`config.mk`:
```
export PLATFORM = sky130hd
export DESIGN_NAME = sdp_top
export DESIGN_NICKNAME = d
export VERILOG_FILES = /design/src/sdp_pkg.sv /design/src/sdp_stream_if.sv /design/src/sdp_top.sv /design/src/sdp_buf.sv
export VERILOG_INCLUDE_DIRS = /design/src /design/src/src
export SDC_FILE = /design/constraint.sdc
export NUM_CORES = 1
export LEC_CHECK = 0
export ABC_AREA = 1
export BUFFER_PORTS_ARGS = -buffer_cell sky130_fd_sc_hd__buf_2
export CORE_MARGIN = 4
export CORE_UTILIZATION = 35
export DETAILED_ROUTE_END_ITERATION = 8
export HOLD_SLACK_MARGIN = 0.06
export RECOVER_POWER = 50
export SKIP_LAST_GASP = 1
export SLEW_MARGIN = 20
export SYNTH_ARGS = -nofsm -noshare
export SYNTH_HDL_FRONTEND = slang
export SYNTH_HIERARCHICAL = 1
export SYNTH_SLANG_ARGS = --single-unit
```
`constraint.sdc`:
```
create_clock -name ref_clk -period 2.6 [get_ports ref_clk]
set_input_delay 0 -clock ref_clk [delete_from_list [all_inputs] [get_ports ref_clk]]
set_output_delay 0 -clock ref_clk [all_outputs]
set_load 0.05 [all_outputs]
```
`src/sdp_regs.svh`:
```
`ifndef SDP_REGS_SVH
`define SDP_REGS_SVH
// Purpose: constants of the single-pin debug serial port
// Assumes: one 100 MHz clock, synchronous active-high reset
// Notes:   no software-visible registers; control arrives on ports
//
// Functional notes
// - In debug mode stall instruction fetch unless an execute is requested.
// - Clock and enabled peripherals keep running in debug mode, except stop.
// - Entering debug mode forces the core out of halt.
// - Debug mode keeps refreshing the enabled watchdog.
// - Writing the debug entry request bit as one enters debug mode.
// - An enabled breakpoint instruction enters debug mode.
// - A watchpoint match enters debug mode.
// - Debug pin low when reset ends enters debug mode.
// - Writing the debug entry request bit as zero leaves debug mode.
// - Power-on, brownout or external reset pin ends debug mode.
// - Debug pin low during stop requests a full system reset.
// - Frame: one start, eight data bits LSB first, 1.5 stop bits.
// - After reset stay silent until host data has been received.
// - Measure the eight-bit low period and set the baud generator.
// - Detector runs on system clock, down to clock divided by 512.
// - Link works up to clock divided by four on clean signals.
// - Half duplex: never transmit and receive at once.
// - Pin is open drain: drive only low, otherwise release.

// ----------------------------------------------------------------
// Clock and timing
// ----------------------------------------------------------------
`define SDP_CLK_PERIOD_NS 10
`define SDP_CAL_SHIFT     3
`define SDP_DIV_MIN       10'h004
`define SDP_DIV_MAX       10'h200
`define SDP_MEAS_MAX      13'h1FFF
`define SDP_LAST_BIT      3'h7

// ----------------------------------------------------------------
// Reset values and buffer full count
// ----------------------------------------------------------------
`define SDP_LINE_IDLE     1'b1
`define SDP_DRIVE_LEVEL   1'b0
`define SDP_BUF_FULL      2'h2

`endif

```
`src/sdp_pkg.sv`:
```
// Purpose: types of the single-pin debug serial port
// Assumes: sdp_regs.svh holds the numbers
// Notes:   link states are one-hot
`include "sdp_regs.svh"
package sdp_pkg;
   typedef logic [7:0] sdp_byte_t;

   typedef enum logic [8:0]
   {
      L_CAL_WAIT = 9'h001,
      L_CAL_MEAS = 9'h002,
      L_IDLE     = 9'h004,
      L_RX_START = 9'h008,
      L_RX_DATA  = 9'h010,
      L_RX_STOP  = 9'h020,
      L_TX_START = 9'h040,
      L_TX_DATA  = 9'h080,
      L_TX_STOP  = 9'h100
   } sdp_link_t;

   typedef struct packed
   {
      logic [1:0] pin_sy;
      logic [1:0] por_sy;
      logic [1:0] bor_sy;
      logic [1:0] xrst_sy;
      logic       rst_seen;
      logic       mode;
      sdp_link_t  link;
      logic       prev_pin;
      logic [12:0] meas;
      logic [9:0] div;
      logic [10:0] timer;
      logic [2:0] bitn;
      sdp_byte_t  shreg;
      sdp_byte_t  txreg;
      sdp_byte_t  rx_data;
      logic       rx_valid;
      logic       rx_overrun;
      logic       locked;
      logic       oe;
      logic       drive;
      logic       fetch_stall;
      logic       halt_exit;
      logic       wdt_refresh;
      logic       clk_run;
      logic       periph_run;
      logic       sys_reset_req;
   } sdp_state_t;

   typedef struct packed
   {
      logic [1:0][7:0] mem;
      logic            wr_ptr;
      logic            rd_ptr;
      logic [1:0]      cnt;
      logic            in_rdy;
   } sdp_buf_t;
endpackage

```
`src/sdp_stream_if.sv`:
```
// Purpose: byte stream with valid and ready
// Assumes: both ends on ref_clk
// Notes:   a word moves when valid and ready are both high
interface sdp_stream_if;
   import sdp_pkg::*;
   sdp_byte_t data;
   logic      valid;
   logic      ready;
   modport src (output data, output valid, input ready);
   modport snk (input data, input valid, output ready);
endinterface

```
`src/sdp_top.sv`:
```
// Purpose: single-pin debug serial port front end and debug mode control
// Assumes: ref_clk 100 MHz; rst synchronous active high; pin pulled up
// Notes:   reset inputs other than rst come from outside and are resynced
`include "sdp_regs.svh"
module sdp_top
(
   input  wire logic        ref_clk,
   input  wire logic        rst,
   input  wire logic        por_rst,
   input  wire logic        bor_rst,
   input  wire logic        ext_rst_n,
   input  wire logic        debug_serial_pin_in,
   output logic             debug_serial_pin_out,
   output logic             debug_serial_pin_oe,
   input  wire logic        debug_entry_request_wr,
   input  wire logic        debug_entry_request_bit,
   input  wire logic        breakpoint_instruction,
   input  wire logic        breakpoint_enable,
   input  wire logic        watch_match,
   input  wire logic        exec_request,
   input  wire logic        stop_mode,
   input  wire logic        halt_mode,
   input  wire logic        wdt_enable,
   input  wire sdp_pkg::sdp_byte_t tx_data,
   input  wire logic        tx_valid,
   output logic             tx_ready,
   output sdp_pkg::sdp_byte_t rx_data,
   output logic             rx_valid,
   input  wire logic        rx_ready,
   output logic             rx_overrun,
   output logic             baud_locked,
   output logic             debug_mode,
   output logic             fetch_stall,
   output logic             halt_exit,
   output logic             wdt_refresh,
   output logic             clk_run,
   output logic             periph_run,
   output logic             sys_reset_req
);
   import sdp_pkg::*;

   // ----------------------------------------------------------------
   // Helpers
   // ----------------------------------------------------------------
   // Timer reload: action fires when the count reaches zero
   function automatic logic [10:0] ticks(input logic [10:0] n);
      ticks = n - 11'h001;
   endfunction

   function automatic logic [10:0] half(input logic [9:0] n);
      half = {2'h0, n[9:1]};
   endfunction

   function automatic logic [10:0] full(input logic [9:0] n);
      full = {1'b0, n};
   endfunction

   // Open drain: enable high only when the bit is zero
   function automatic logic pull_low(input logic b);
      pull_low = ~b;
   endfunction

   // ----------------------------------------------------------------
   // State
   // ----------------------------------------------------------------
   sdp_state_t s;
   sdp_state_t next_s;
   logic       rst_any;
   logic       pin;
   logic       fall;
   logic       take;
   logic       enter;
   logic [9:0] meas_div;

   sdp_stream_if tx_fill ();
   sdp_stream_if tx_drain ();

   assign tx_fill.data  = tx_data;
   assign tx_fill.valid = tx_valid;
   assign tx_ready      = tx_fill.ready;
   assign tx_drain.ready = take;

   sdp_buf u_buf
   (
      .clk   (ref_clk),
      .rst   (rst_any),
      .fill  (tx_fill.snk),
      .drain (tx_drain.src)
   );

   // ----------------------------------------------------------------
   // Next state
   // ----------------------------------------------------------------
   always_comb
   begin
      next_s = s;
      take = 1'b0;
      next_s.pin_sy  = {s.pin_sy[0], debug_serial_pin_in};
      next_s.por_sy  = {s.por_sy[0], por_rst};
      next_s.bor_sy  = {s.bor_sy[0], bor_rst};
      next_s.xrst_sy = {s.xrst_sy[0], ext_rst_n};
      rst_any = rst | s.por_sy[1] | s.bor_sy[1] | ~s.xrst_sy[1];
      pin  = s.pin_sy[1];
      fall = s.prev_pin & ~pin;
      next_s.prev_pin = pin;
      meas_div = s.meas[12:`SDP_CAL_SHIFT];
      if (s.timer != 11'h000)
      begin
         next_s.timer = s.timer - 11'h001;
      end

      // Debug mode: entries win over a clear in the same cycle
      enter = (debug_entry_request_wr & debug_entry_request_bit)
            | (breakpoint_instruction & breakpoint_enable)
            | watch_match;
      if (debug_entry_request_wr & ~debug_entry_request_bit)
      begin
         next_s.mode = 1'b0;
      end
      if (s.rst_seen)
      begin
         next_s.rst_seen = 1'b0;
         if (~pin)
         begin
            next_s.mode = 1'b1;
         end
      end
      if (enter)
      begin
         next_s.mode = 1'b1;
      end
      next_s.fetch_stall   = next_s.mode & ~exec_request;
      next_s.halt_exit     = next_s.mode & halt_mode;
      next_s.wdt_refresh   = next_s.mode & wdt_enable;
      next_s.clk_run       = ~stop_mode;
      next_s.periph_run    = ~stop_mode;
      next_s.sys_reset_req = stop_mode & ~pin;

      if (s.rx_valid & rx_ready)
      begin
         next_s.rx_valid = 1'b0;
      end

      // Single state machine keeps receive and transmit exclusive
      case (s.link)
         L_CAL_WAIT:
         begin
            // Silent until the first host character arrives
            if (fall)
            begin
               next_s.meas = 13'h0001;
               next_s.link = L_CAL_MEAS;
            end
         end
         L_CAL_MEAS:
         begin
            if (~pin)
            begin
               // Saturates so a stuck-low line cannot wrap the count
               if (s.meas != `SDP_MEAS_MAX)
               begin
                  next_s.meas = s.meas + 13'h0001;
               end
            end
            else if (meas_div >= `SDP_DIV_MIN &&
                     meas_div <= `SDP_DIV_MAX)
            begin
               next_s.div    = meas_div;
               next_s.locked = 1'b1;
               next_s.link   = L_IDLE;
            end
            else
            begin
               // Out of range: wait for another calibration character
               next_s.link = L_CAL_WAIT;
            end
         end
         L_IDLE:
         begin
            if (fall)
            begin
               next_s.timer = ticks(half(s.div));
               next_s.link  = L_RX_START;
            end
            else if (tx_drain.valid & pin)
            begin
               take = 1'b1;
               next_s.txreg = tx_drain.data;
               next_s.oe    = 1'b1;
               next_s.timer = ticks(full(s.div));
               next_s.link  = L_TX_START;
            end
         end
         L_RX_START:
         begin
            if (s.timer == 11'h000)
            begin
               // A start that is gone by mid-bit was a glitch
               if (~pin)
               begin
                  next_s.bitn  = 3'h0;
                  next_s.timer = ticks(full(s.div));
                  next_s.link  = L_RX_DATA;
               end
               else
               begin
                  next_s.link = L_IDLE;
               end
            end
         end
         L_RX_DATA:
         begin
            if (s.timer == 11'h000)
            begin
               next_s.shreg = {pin, s.shreg[7:1]};
               next_s.bitn  = s.bitn + 3'h1;
               next_s.timer = ticks(full(s.div));
               if (s.bitn == `SDP_LAST_BIT)
               begin
                  next_s.link = L_RX_STOP;
               end
            end
         end
         L_RX_STOP:
         begin
            if (s.timer == 11'h000)
            begin
               next_s.link = L_IDLE;
               // Low stop bit: framing fault, byte dropped
               if (pin)
               begin
                  if (s.rx_valid & ~rx_ready)
                  begin
                     next_s.rx_overrun = 1'b1;
                  end
                  next_s.rx_data  = s.shreg;
                  next_s.rx_valid = 1'b1;
               end
            end
         end
         L_TX_START:
         begin
            if (s.timer == 11'h000)
            begin
               next_s.oe    = pull_low(s.txreg[0]);
               next_s.txreg = {1'b0, s.txreg[7:1]};
               next_s.bitn  = 3'h0;
               next_s.timer = ticks(full(s.div));
               next_s.link  = L_TX_DATA;
            end
         end
         L_TX_DATA:
         begin
            if (s.timer == 11'h000)
            begin
               if (s.bitn == `SDP_LAST_BIT)
               begin
                  // Release the line for one and a half bit periods
                  next_s.oe    = 1'b0;
                  next_s.timer = ticks(full(s.div) + half(s.div));
                  next_s.link  = L_TX_STOP;
               end
               else
               begin
                  next_s.oe    = pull_low(s.txreg[0]);
                  next_s.txreg = {1'b0, s.txreg[7:1]};
                  next_s.bitn  = s.bitn + 3'h1;
                  next_s.timer = ticks(full(s.div));
               end
            end
         end
         L_TX_STOP:
         begin
            if (s.timer == 11'h000)
            begin
               next_s.link = L_IDLE;
            end
         end
         default:
         begin
            next_s.link = L_CAL_WAIT;
         end
      endcase

      // Synchronisers keep running so the strap is valid at release
      if (rst_any)
      begin
         next_s = '0;
         next_s.pin_sy  = {s.pin_sy[0], debug_serial_pin_in};
         next_s.por_sy  = {s.por_sy[0], por_rst};
         next_s.bor_sy  = {s.bor_sy[0], bor_rst};
         next_s.xrst_sy = {s.xrst_sy[0], ext_rst_n};
         next_s.rst_seen   = 1'b1;
         next_s.link       = L_CAL_WAIT;
         next_s.prev_pin   = `SDP_LINE_IDLE;
         next_s.drive      = `SDP_DRIVE_LEVEL;
         next_s.clk_run    = 1'b1;
         next_s.periph_run = 1'b1;
         take = 1'b0;
      end
   end

   always_ff @(posedge ref_clk)
   begin
      s <= next_s;
   end

   // ----------------------------------------------------------------
   // Outputs
   // ----------------------------------------------------------------
   assign debug_serial_pin_out = s.drive;
   assign debug_serial_pin_oe  = s.oe;
   assign rx_data       = s.rx_data;
   assign rx_valid      = s.rx_valid;
   assign rx_overrun    = s.rx_overrun;
   assign baud_locked   = s.locked;
   assign debug_mode    = s.mode;
   assign fetch_stall   = s.fetch_stall;
   assign halt_exit     = s.halt_exit;
   assign wdt_refresh   = s.wdt_refresh;
   assign clk_run       = s.clk_run;
   assign periph_run    = s.periph_run;
   assign sys_reset_req = s.sys_reset_req;
endmodule

```
`src/sdp_buf.sv`:
```
// Purpose: two-entry buffer in the transmit path
// Assumes: synchronous active-high reset
// Notes:   fill ready comes from a flip-flop
`include "sdp_regs.svh"
module sdp_buf
(
   input wire logic   clk,
   input wire logic   rst,
   sdp_stream_if.snk  fill,
   sdp_stream_if.src  drain
);
   import sdp_pkg::*;

   sdp_buf_t s;
   sdp_buf_t next_s;
   logic     push;
   logic     pop;

   assign fill.ready  = s.in_rdy;
   assign drain.valid = (s.cnt != 2'h0);
   assign drain.data  = s.mem[s.rd_ptr];

   always_comb
   begin
      next_s = s;
      push = fill.valid & s.in_rdy;
      pop  = drain.ready & (s.cnt != 2'h0);
      if (push)
      begin
         next_s.mem[s.wr_ptr] = fill.data;
         next_s.wr_ptr = ~s.wr_ptr;
      end
      if (pop)
      begin
         next_s.rd_ptr = ~s.rd_ptr;
      end
      case ({push, pop})
         2'b10:   next_s.cnt = s.cnt + 2'h1;
         2'b01:   next_s.cnt = s.cnt - 2'h1;
         default: next_s.cnt = s.cnt;
      endcase
      next_s.in_rdy = (next_s.cnt != `SDP_BUF_FULL);
      if (rst)
      begin
         next_s = '0;
         next_s.in_rdy = 1'b1;
      end
   end

   always_ff @(posedge clk)
   begin
      s <= next_s;
   end
endmodule

```
## After elaboration in Yosys (flattened, before gate mapping)

Index checks and enable logic that the tools add are counted.

| storage, ports and cells | value |
|---|---|
| bits in registers | 111 |
| logic and storage cells | 180 |
| bits of input ports | 25 |
| output and inout port bits | 21 |

| operators by class | value |
|---|---|
| magnitude comparators | 5 |
| add/subtract/negate cells | 9 |
| reduce and logical (&&, ||, !) cells | 18 |
| muxes and demuxes | 61 |
| bitwise gates (word level) | 27 |
| equality and inequality tests | 30 |

Operators by type and width:

| cell | count |
|---|---|
| two-way mux 9 bit | 11 |
| case mux 9 bit (8 select lines) | 1 |
| two-way mux 8 bit | 8 |
| two-way mux 14 bit | 4 |
| case mux 11 bit (5 select lines) | 1 |
| two-way mux 11 bit | 4 |
| two-way mux 13 bit | 3 |
| inequality test 2 bit, second input constant | 15 |
| case mux 13 bit (2 select lines) | 1 |
| case mux 8 bit (3 select lines) | 1 |
| two-way mux 22 bit | 1 |
| subtractor 11 x 1 -> 11 bit, second input constant | 2 |
| bitwise mux 16 bit | 1 |
| two-way mux 1 bit | 15 |
| adder 13 x 1 -> 13 bit, second input constant | 1 |
| bitwise AND 1 bit | 13 |
| inequality test 13 bit, second input constant | 1 |
| case mux 3 bit (4 select lines) | 1 |
| adder 10 x 9 -> 11 bit | 1 |
| zero test 11 bit | 1 |
| nonzero test 11 bit | 1 |
| subtractor 10 x 1 -> 11 bit, second input constant | 1 |
| greater-or-equal comparator 10 x 3 -> 1 bit, second input constant | 1 |
| less-or-equal comparator 10 bit, second input constant | 1 |
| other kinds (40) | 60 |

## Logic depth before layout (Yosys ltp)

Gate-level depths: netlist of the first run.

| logic depth | value |
|---|---|
| depth after elaboration | 10 |
| mapped depth | 19 |
| mapped depth without buffers | 19 |

## Cells and area by module

Netlist of the first run, hierarchy kept.

By module, submodules not included:

| module | cells each | instances | area an instance (um^2) | seq. area each (um^2) |
|---|---|---|---|---|
| sdp_top | 976 | 1 | 6189.7 | 1801.7 |
| sdp_buf | 127 | 1 | 900.9 | 420.4 |

## Worst setup path before layout of the first run

Ideal clock, no wire load.

| timing path | value |
|---|---|
| path type | register to register |
| from | register s[50] (netlist bit) |
| to | register s[47] (netlist bit) |
| required time | 2490 ps |
| cell stages (with the launch flop) | 19 |
| period minus slack after synthesis | 2198 ps |
| setup time | 110 ps |
| data arrival time | 2088 ps |
| slack | 402 ps |
| buffers on the path | 0 |
| path through | dfxtp_1 -> inv_1 -> ha_1 -> inv_1 -> ha_1 -> inv_1 -> fa_1 -> inv_1 -> nand3_1 -> nand2_1 -> nand2_1 -> nand3_1 -> nand3_1 -> nand2_1 -> nand2_1 -> nand2_1 -> nand3_1 -> nand2_1 -> inv_1 |

| between the ends | value |
|---|---|
| cells in the longest elaborated chain, start to end | 5 |
| elaborated cells on any way between the ends | 13 |
| classes of those cells | add/sub: 4; mux: 9 |

RTL lines:

| what | line | RTL |
|---|---|---|
| start, declared | sdp_top.sv:66 | `sdp_state_t s;` |
| start signal, assigned | sdp_top.sv:305 | `s <= next_s;` |
| adder 10 x 9 -> 11 bit | sdp_top.sv:260 | `next_s.timer = ticks(full(s.div) + half(s.div));` |
| subtractor 11 x 1 -> 11 bit | sdp_top.sv:47 | `ticks = n - 11'h001;` |
| two-way mux 11 bit | sdp_top.sv:256 | `` if (s.bitn == `SDP_LAST_BIT) `` |
| two-way mux 14 bit | sdp_top.sv:254 | `if (s.timer == 11'h000)` |
| case mux 11 bit (5 select lines) * | sdp_top.sv:145 | `case (s.link)` |

Every way passes the cells marked *; elsewhere a longest branch is shown, timed or not. The select of a mux whose other input is x is not followed.
A chain may end at the register's enable or synchronous reset.

## Final worst setup path of the first run

| timing path | value |
|---|---|
| from | register s[53] (netlist bit) |
| to | register s[46] (netlist bit) |

The elaborated chain is that of the path after synthesis.

==> out/qor.txt, run 1 <==
Final period util: 0.9124
RSZ-0062 raised after global routing: no
Critical Path AT: 2.63 ns
Later-pin clock latency in the skew report: 0.36 ns
Total grt overflow: 0
Met3 usage: 0.02830
Reg2Reg Setup Slack: 0.23 ns
Pwr/cell area: 419.6 nW/µm²
Outcome: completed
Slowest stage delay, CP: 0.34 ns
Nature of the critical path startpoint: register
Post-synthesis mux area share: 0
Buffer depth of the longest clock path: 2
Top delay family on crit path: simple AND/OR/NAND/NOR gates
Most common cell in the netlist: nand2_1
Worst-Margin Slew: 1.138 ns
CP endpoint kind: register
Cell Chain, Critical Path: inv_1 -> ha_1 -> inv_1 -> ha_1 -> a21oi_1 -> nor2_1 -> nor2_1 -> nand3_1 -> nand3_1 -> nand2_1 -> nand2_1 -> nand3_1 -> nor2_1 -> nor2_1
Top FF cell, synth: dfxtp_1
DR WL/cell: 13.27 µm
Initial Util: 0.3596
Max-slew violation count: 0
Post-synth cell types: 53
Endpoints failing setup: 0
Gate Count Post-Synth: 1103
DRT Wirelength: 18.92 mm
Synth Area in XOR/XNOR: 0.01976
M1 GR Usage: 0.2305
Max-Slew Margin vs Limit: 0.2415
LEAKAGE: 3.622 nW
Leading area contributor after synthesis: dfxtp_1
Asr flop ratio synth: 0
Peak supply drop: 0.2997 mV
Compound-Gate Fraction of Synth Area: 0.1417
Max Clk Rate: 0.4215 GHz
Slowest CP cell: ha_1
Met2 Track Usage GR: 0.2900
Core area: 19720 µm²
Synthesis Warnings: 6
Die Ht: 150.3 µm
Clock slew at reported path FFs: 0.09 ns
Post-synth top area share: 0.3134
Final-report hold violation count: 0
DP Worst Slack: 0.1463 ns
Type of the worst setup path: reg2reg
Avg Inst Size Synth: 6.428 µm²
Post-route ant nets: 0
Most instantiated cells after synthesis: nand2_1 (296), nor2_1 (140), dfxtp_1 (111), inv_1 (109), nand3_1 (84)
Vias in the first global route: 6664
TritonCTS clock tree: built
Largest net degree at the start of global routing: 49
WP data required: 2.85 ns
Rows: 51
Number of flops mapped to enable cells by yosys: 0
Post-CTS Setup Bufs: 0
Post-Syn Nets: 1160
Worst-path maximum fanout: 6
CTS Buf Count: 9
DR vias/cell: 4.931
Initial antenna violation count: 0
DR vias: 7027
Min Clock Period, post-route: 2.372 ns
Chip width: 150.3 µm
Post-synthesis cell area: 7091 µm²
Peak-usage layer in the global routing report: met2
Iter 0 DRT Violations: 383
Top cells by area, synth: dfxtp_1 (31%), nand2_1 (16%), nor2_1 (7.4%)
# IOs: 46
CP Buf/Inv Count: 2
Global-route usage over all layers: 0.1721
DP Wirelength: 14.14 mm
CTS sink cnt: 111
Simple-Gate Fraction of Synth Area: 0.3616
Share of post-route cells with drive strength above 1: 0.09741
Root Buffer: clkbuf_16
Die ar.: 22600 µm²
Cell mode on critical path: nor2_1
CTS HTree Levels: 3
PnR worst setup slack: 0.2278 ns
Area grow syn2layout: 12.95%
Port-buffer cells: 44
First-pass GRT wire length: 31.96 mm
GP Congestion: 0.9332
Antenna diode count: 0
Remaining DRCs: 0
Hold WC Path Type: in2reg
Adder-cell share of the synthesized area: 0.05858
Max-Cap Viols: 0
Largest family of logic cells by synthesized area: simple AND/OR/NAND/NOR gates
Setup TNS: 0 ns
NumNets Final: 1212
Clk_skew: 0.01874 ns
Number of synthesized register bits: 111
DRT Pass-1 Iters: 5
Seq/Total Area, Yosys: 0.3134
[routing by layer]
| metal | wire, µm | vias up |
|---|---|---|
| li1 | - | 3660 |
| met1 | 9103 | 3200 |
| met4 | 210 | 0 |
| met3 | 819 | 20 |
| met5 | 0 | - |
| met2 | 8781 | 147 |
[cell usage in the layout (no fill, tap or decap), drive strengths merged]
master / count
o211ai: 5
ha: 30
or2: 4
conb: 1
o2111ai: 1
a31oi: 2
clkinv: 6
nand3: 87
o21bai: 4
buf: 41
dlygate4sd3: 20
nor3: 12
a21o: 1
and2: 2
a31o: 2
fa: 2
a211oi: 3
inv: 128
clkbuf: 32
a22o: 1
o211a: 1
nor4: 1
nand2: 307
nand4: 20
nor2: 151
xnor2: 2
nor3b: 1
xor2: 14
a21boi: 1
dfxtp: 111
nand3b: 2
a21oi: 81
o21ai: 84
[stage by stage]
stage / cells / cell area (µm²) / hold slack [ns] / total power, mW / utilization
finish: 1425 / 8009 / 0.2742 / 3.360 / 0.4062
global route: 1425 / 8009 / 0.2829 / 3.497 / 0.4062
CTS: 1425 / 8053 / 0.2588 / 3.407 / 0.4084
detailed placement: 1389 / 7536 / 0.1036 / 1.913 / 0.3822
global placement: 1389 / 7536 / 0.1043 / 1.913 / 0.3822
floorplan: 1103 / 7091 / 0.02772 / 1.861 / -
[worst paths after layout]
| path | startpoint | end | cells past startpoint |
|---|---|---|---|
| setup reg to reg | s[53]$_SDFFE_PN0P_ | s[46]$_SDFF_PN0_ | 14 |
| hold / removal | bor_rst | s[86]$_DFF_P_ | 2 |
| hold reg to reg | s[90]$_DFF_P_ | pin$_DFF_P_ | 0 |
| setup / recovery | s[53]$_SDFFE_PN0P_ | s[46]$_SDFF_PN0_ | 14 |
[layout make-up]
cell class / count / area [µm²]
inverters: 127 / 484.2
fillers: 2107 / 11710
flip-flops and latches: 111 / 2225
multi-input cells: 822 / 4116
repair buffers: 84 / 535.5
clock buffers: 9 / 225.2
clock inverters: 7 / 91.34
well taps: 265 / 331.6
[registers in the layout (all words and copies together), names as in the netlist]
signal and flops:
meas_div 10, fetch_stall 1, periph_run 1, s 61
pin 1, debug_mode 1, wdt_refresh 1, u_buf/fill.ready 1
rx_data 8, debug_serial_pin_oe 1, sys_reset_req 1, baud_locked 1
rx_valid 1, u_buf/s 20, halt_exit 1, rx_overrun 1
[report_power, final]
part | internal (mW) | switching (mW) | leakage (nW) | total (mW)
clock network | 0.705 | 0.760 | 0.153 | 1.47
logic | 0.0668 | 0.111 | 2.57 | 0.178
registers | 1.71 | 0.00616 | 0.899 | 1.72
total | 2.48 | 0.877 | 3.62 | 3.36
[timing repair]
| action | in CTS | in global routing |
|---|---|---|
| setup endpoints to repair | 0 | 2 |
| endpoints found under the hold margin | 29 | 0 |
| hold buffers | 20 | 0 |
| gates resized for setup | 0 | 7 |
[worst register-to-register path: cells and delay by family (launching register included)]
| family | cells | cell delay, ns |
|---|---|---|
| AND/OR/NAND/NOR | 9 | 0.72 |
| flip-flops | 1 | 0.33 |
| buffers and inverters | 2 | 0.26 |
| adder cells (fa/ha/maj) | 2 | 0.63 |
| AO/OA/AOI/OAI | 1 | 0.33 |
[kinds of logic (layout without fill, tap and decap cells)]
family | after synthesis | after routing
simple gates | 587 | 587
xor+xnor | 16 | 16
other cells | 1 | 1
buf+inv | 170 | 227
fa+ha+maj | 32 | 32
flops | 111 | 111
compound gates | 186 | 186
No activity file was read; power rests on OpenSTA's default activity.
==> run 2: changes to the inputs <==
--- a/config.mk
+++ b/config.mk
@@ -12,7 +12,6 @@
 export CORE_UTILIZATION = 35
 export DETAILED_ROUTE_END_ITERATION = 8
 export HOLD_SLACK_MARGIN = 0.06
-export RECOVER_POWER = 50
 export SKIP_LAST_GASP = 1
 export SLEW_MARGIN = 20
 export SYNTH_ARGS = -nofsm -noshare
==> run 2 against run 1 <==
  * Largest power group unchanged
  * Combinational power barely moved
  * Routed wire length hardly changed
  * Fmax up 0.45%
  * Register-to-register slack about the same
  * Critical path type unchanged
  * Global-route usage stayed put
  * Clock power about the same
  * Critical endpoint unchanged
==> out/qor.txt, run 2 (synthesized netlist as in run 1, its figures left out) <==
Vias in the first global route: 6664 (unchanged)
Worst r2r src: s[53]$_SDFFE_PN0P_
Pwr/cell area: 417.0 nW/µm² (-0.62%)
Worst-path maximum fanout: 6 (unchanged)
Die ar.: 22600 µm² (unchanged)
Critical Path AT: 2.62 ns (about the same)
NumNets Final: 1212 (unchanged)
Type of the worst setup path: reg2reg
Chip width: 150.3 µm (unchanged)
Share of post-route cells with drive strength above 1: 0.1190 (+0.02155)
CTS HTree Levels: 3 (unchanged)
Largest Register: s
Core area: 19720 µm² (unchanged)
CTS Buf Count: 9 (unchanged)
DRT Pass-1 Iters: 5 (unchanged)
Post-route ant nets: 0 (unchanged)
Crit path capture: s[46]$_SDFF_PN0_
Rows: 51 (unchanged)
Later-pin clock latency in the skew report: 0.36 ns (about the same)
Post-CTS Setup Bufs: 0 (unchanged)
Switch share: 0.2609 (about the same)
Max-slew violation count: 0 (unchanged)
Initial antenna violation count: 0 (unchanged)
Port-buffer cells: 44 (unchanged)
Largest net degree at the start of global routing: 49 (unchanged)
Max-Cap Viols: 0 (unchanged)
DR WL/cell: 13.26 µm (about the same)
DR vias/cell: 4.914 (-0.34%)
PnR worst setup slack: 0.2383 ns (+0.01053 ns)
Clock slew at reported path FFs: 0.09 ns (about the same)
Reg power frac: 0.511 (about the same)
Setup TNS: 0 ns (unchanged)
Internal power: 2.485 mW (about the same)
Crit path launch: s[53]$_SDFFE_PN0P_
Buffer depth of the longest clock path: 2 (unchanged)
Worst r2r path cells: 14 (unchanged)
DRT Wirelength: 18.90 mm (about the same)
CP endpoint kind: register
Min Clock Period, post-route: 2.362 ns (-0.01053 ns)
Antenna diode count: 0 (unchanged)
Final period util: 0.9083 (-0.004051)
Combinational cell fraction of total power: 0.053 (about the same)
Hold WC Path Type: in2reg
Max reg flops: 61 (unchanged)
Area grow syn2layout: 13.71%
Initial Util: 0.3596 (unchanged)
Max-Slew Margin vs Limit: 0.6092 (+0.3677)
Die Ht: 150.3 µm (unchanged)
R2R Path End: s[46]$_SDFF_PN0_
Final-report hold violation count: 0 (unchanged)
Worst-Margin Slew: 0.5862 ns (-0.5515 ns)
Iter 0 DRT Violations: 353 (-7.8%)
RSZ-0062 raised after global routing: no
GP Congestion: 0.9332 (unchanged)
Outcome: completed
DP Worst Slack: 0.1463 ns (unchanged)
# IOs: 46 (unchanged)
First-pass GRT wire length: 31.96 mm (unchanged)
DR vias: 7003 (-0.34%)
LEAKAGE: 3.710 nW (+2.4%)
WP data required: 2.85 ns (about the same)
Root Buffer: clkbuf_16
Biggest regs: s (61), u_buf/s (20), meas_div (10)
Switch Pwr: 0.8770 mW (about the same)
DP Wirelength: 14.14 mm (unchanged)
CTS sink cnt: 111 (unchanged)
TritonCTS clock tree: built
Most common cell after layout, fill and taps aside: nand2_1
Hold_ws: 0.2745 ns (+0.0002680 ns)
Clk_skew: 0.01896 ns (+0.0002186 ns)
Max Clk Rate: 0.4234 GHz (+0.45%)
Remaining DRCs: 0 (unchanged)
Global-route usage over all layers: 0.1721 (unchanged)
Reg2Reg Setup Slack: 0.24 ns (about the same)
Nature of the critical path startpoint: register
Endpoints failing setup: 0 (unchanged)
Clk pwr share: 0.436 (about the same)
Peak supply drop: 0.2999 mV (about the same)
Total grt overflow: 0 (unchanged)
Most frequent cells in the layout: nand2_1 (296), nor2_1 (140), dfxtp_1 (109)
==> run 2: changes by cell type in the layout (fill, tap and decap cells not counted), moves of 2 or more <==
cell / before / now
clkbuf_1: 22 / 0
buf_2: 24 / 44
buf_4: 17 / 20
nor2_1: 142 / 140
==> run 2: per-stage QoR <==
stage	instance area, µm²	utilization	total power [mW]	cells
finish	8063	0.4089	3.362	1425
global route	8063	0.4089	3.499	1425
CTS	8053	0.4084	3.407	1425
detailed placement	7536	0.3822	1.913	1389
global placement	7536	0.3822	1.913	1389
floorplan	7091	-	1.861	1103
==> run 2: worst min path at each step <==
stage                              from            end  slack [ns]  cells after the start
global route                    por_rst  s[88]$_DFF_P_        0.28                      2
global placement    debug_serial_pin_in  s[90]$_DFF_P_        0.10                      1
detailed placement  debug_serial_pin_in  s[90]$_DFF_P_        0.10                      1
floorplan                     ext_rst_n  s[84]$_DFF_P_        0.03                      0
CTS                             bor_rst  s[86]$_DFF_P_        0.26                      2
finish                          bor_rst  s[86]$_DFF_P_        0.27                      2
==> run 2: metal layers <==
metal	track usage	vias to the layer above	share of wire
met5	0	-	0
met4	0.04117	0	0.0089
met3	0.02830	16	0.044
met2	0.2900	147	0.47
met1	0.2305	3181	0.48
li1	-	3659	-
==> run 2: what timing repair did <==
item	4_1_cts	5_1_grt
endpoints found under the setup margin	0	2
resized for setup	0	7
endpoints found under the hold margin	29	0
hold buffers	20	0
==> run 2: worst max-delay path, stage by stage, from the launching register on <==
cell     delay (ns)
dfxtp_1        0.33
inv_1          0.18
ha_1           0.28
inv_1          0.08
ha_1           0.34
a21oi_1        0.33
nor2_1         0.08
nor2_1         0.13
nand3_1        0.09
nand3_1        0.11
nand2_1        0.06
nand2_1        0.06
nand3_1        0.06
nor2_1         0.09
nor2_1         0.04
==> run 2: cell type report <==
type                            instances  area [µm²]
Clock inverter                          7       91.34
Tap cell                              265       331.6
Sequential cell                       111        2225
Fill cell                            2095       11650
Clock buffer                            9       225.2
Timing Repair Buffer                   84       570.5
Multi-Input combinational cell        822        4135
Inverter                              127       484.2
==> run 2: power by group through the flow <==
stage          logic [mW]  clock network, mW  registers (mW)
2_1_floorplan      0.0997                  0            1.76
3_3_place_gp        0.156                  0            1.76
3_5_place_dp        0.156                  0            1.76
4_1_cts             0.178               1.51            1.72
5_1_grt             0.200               1.58            1.72
6_report            0.179               1.47            1.72
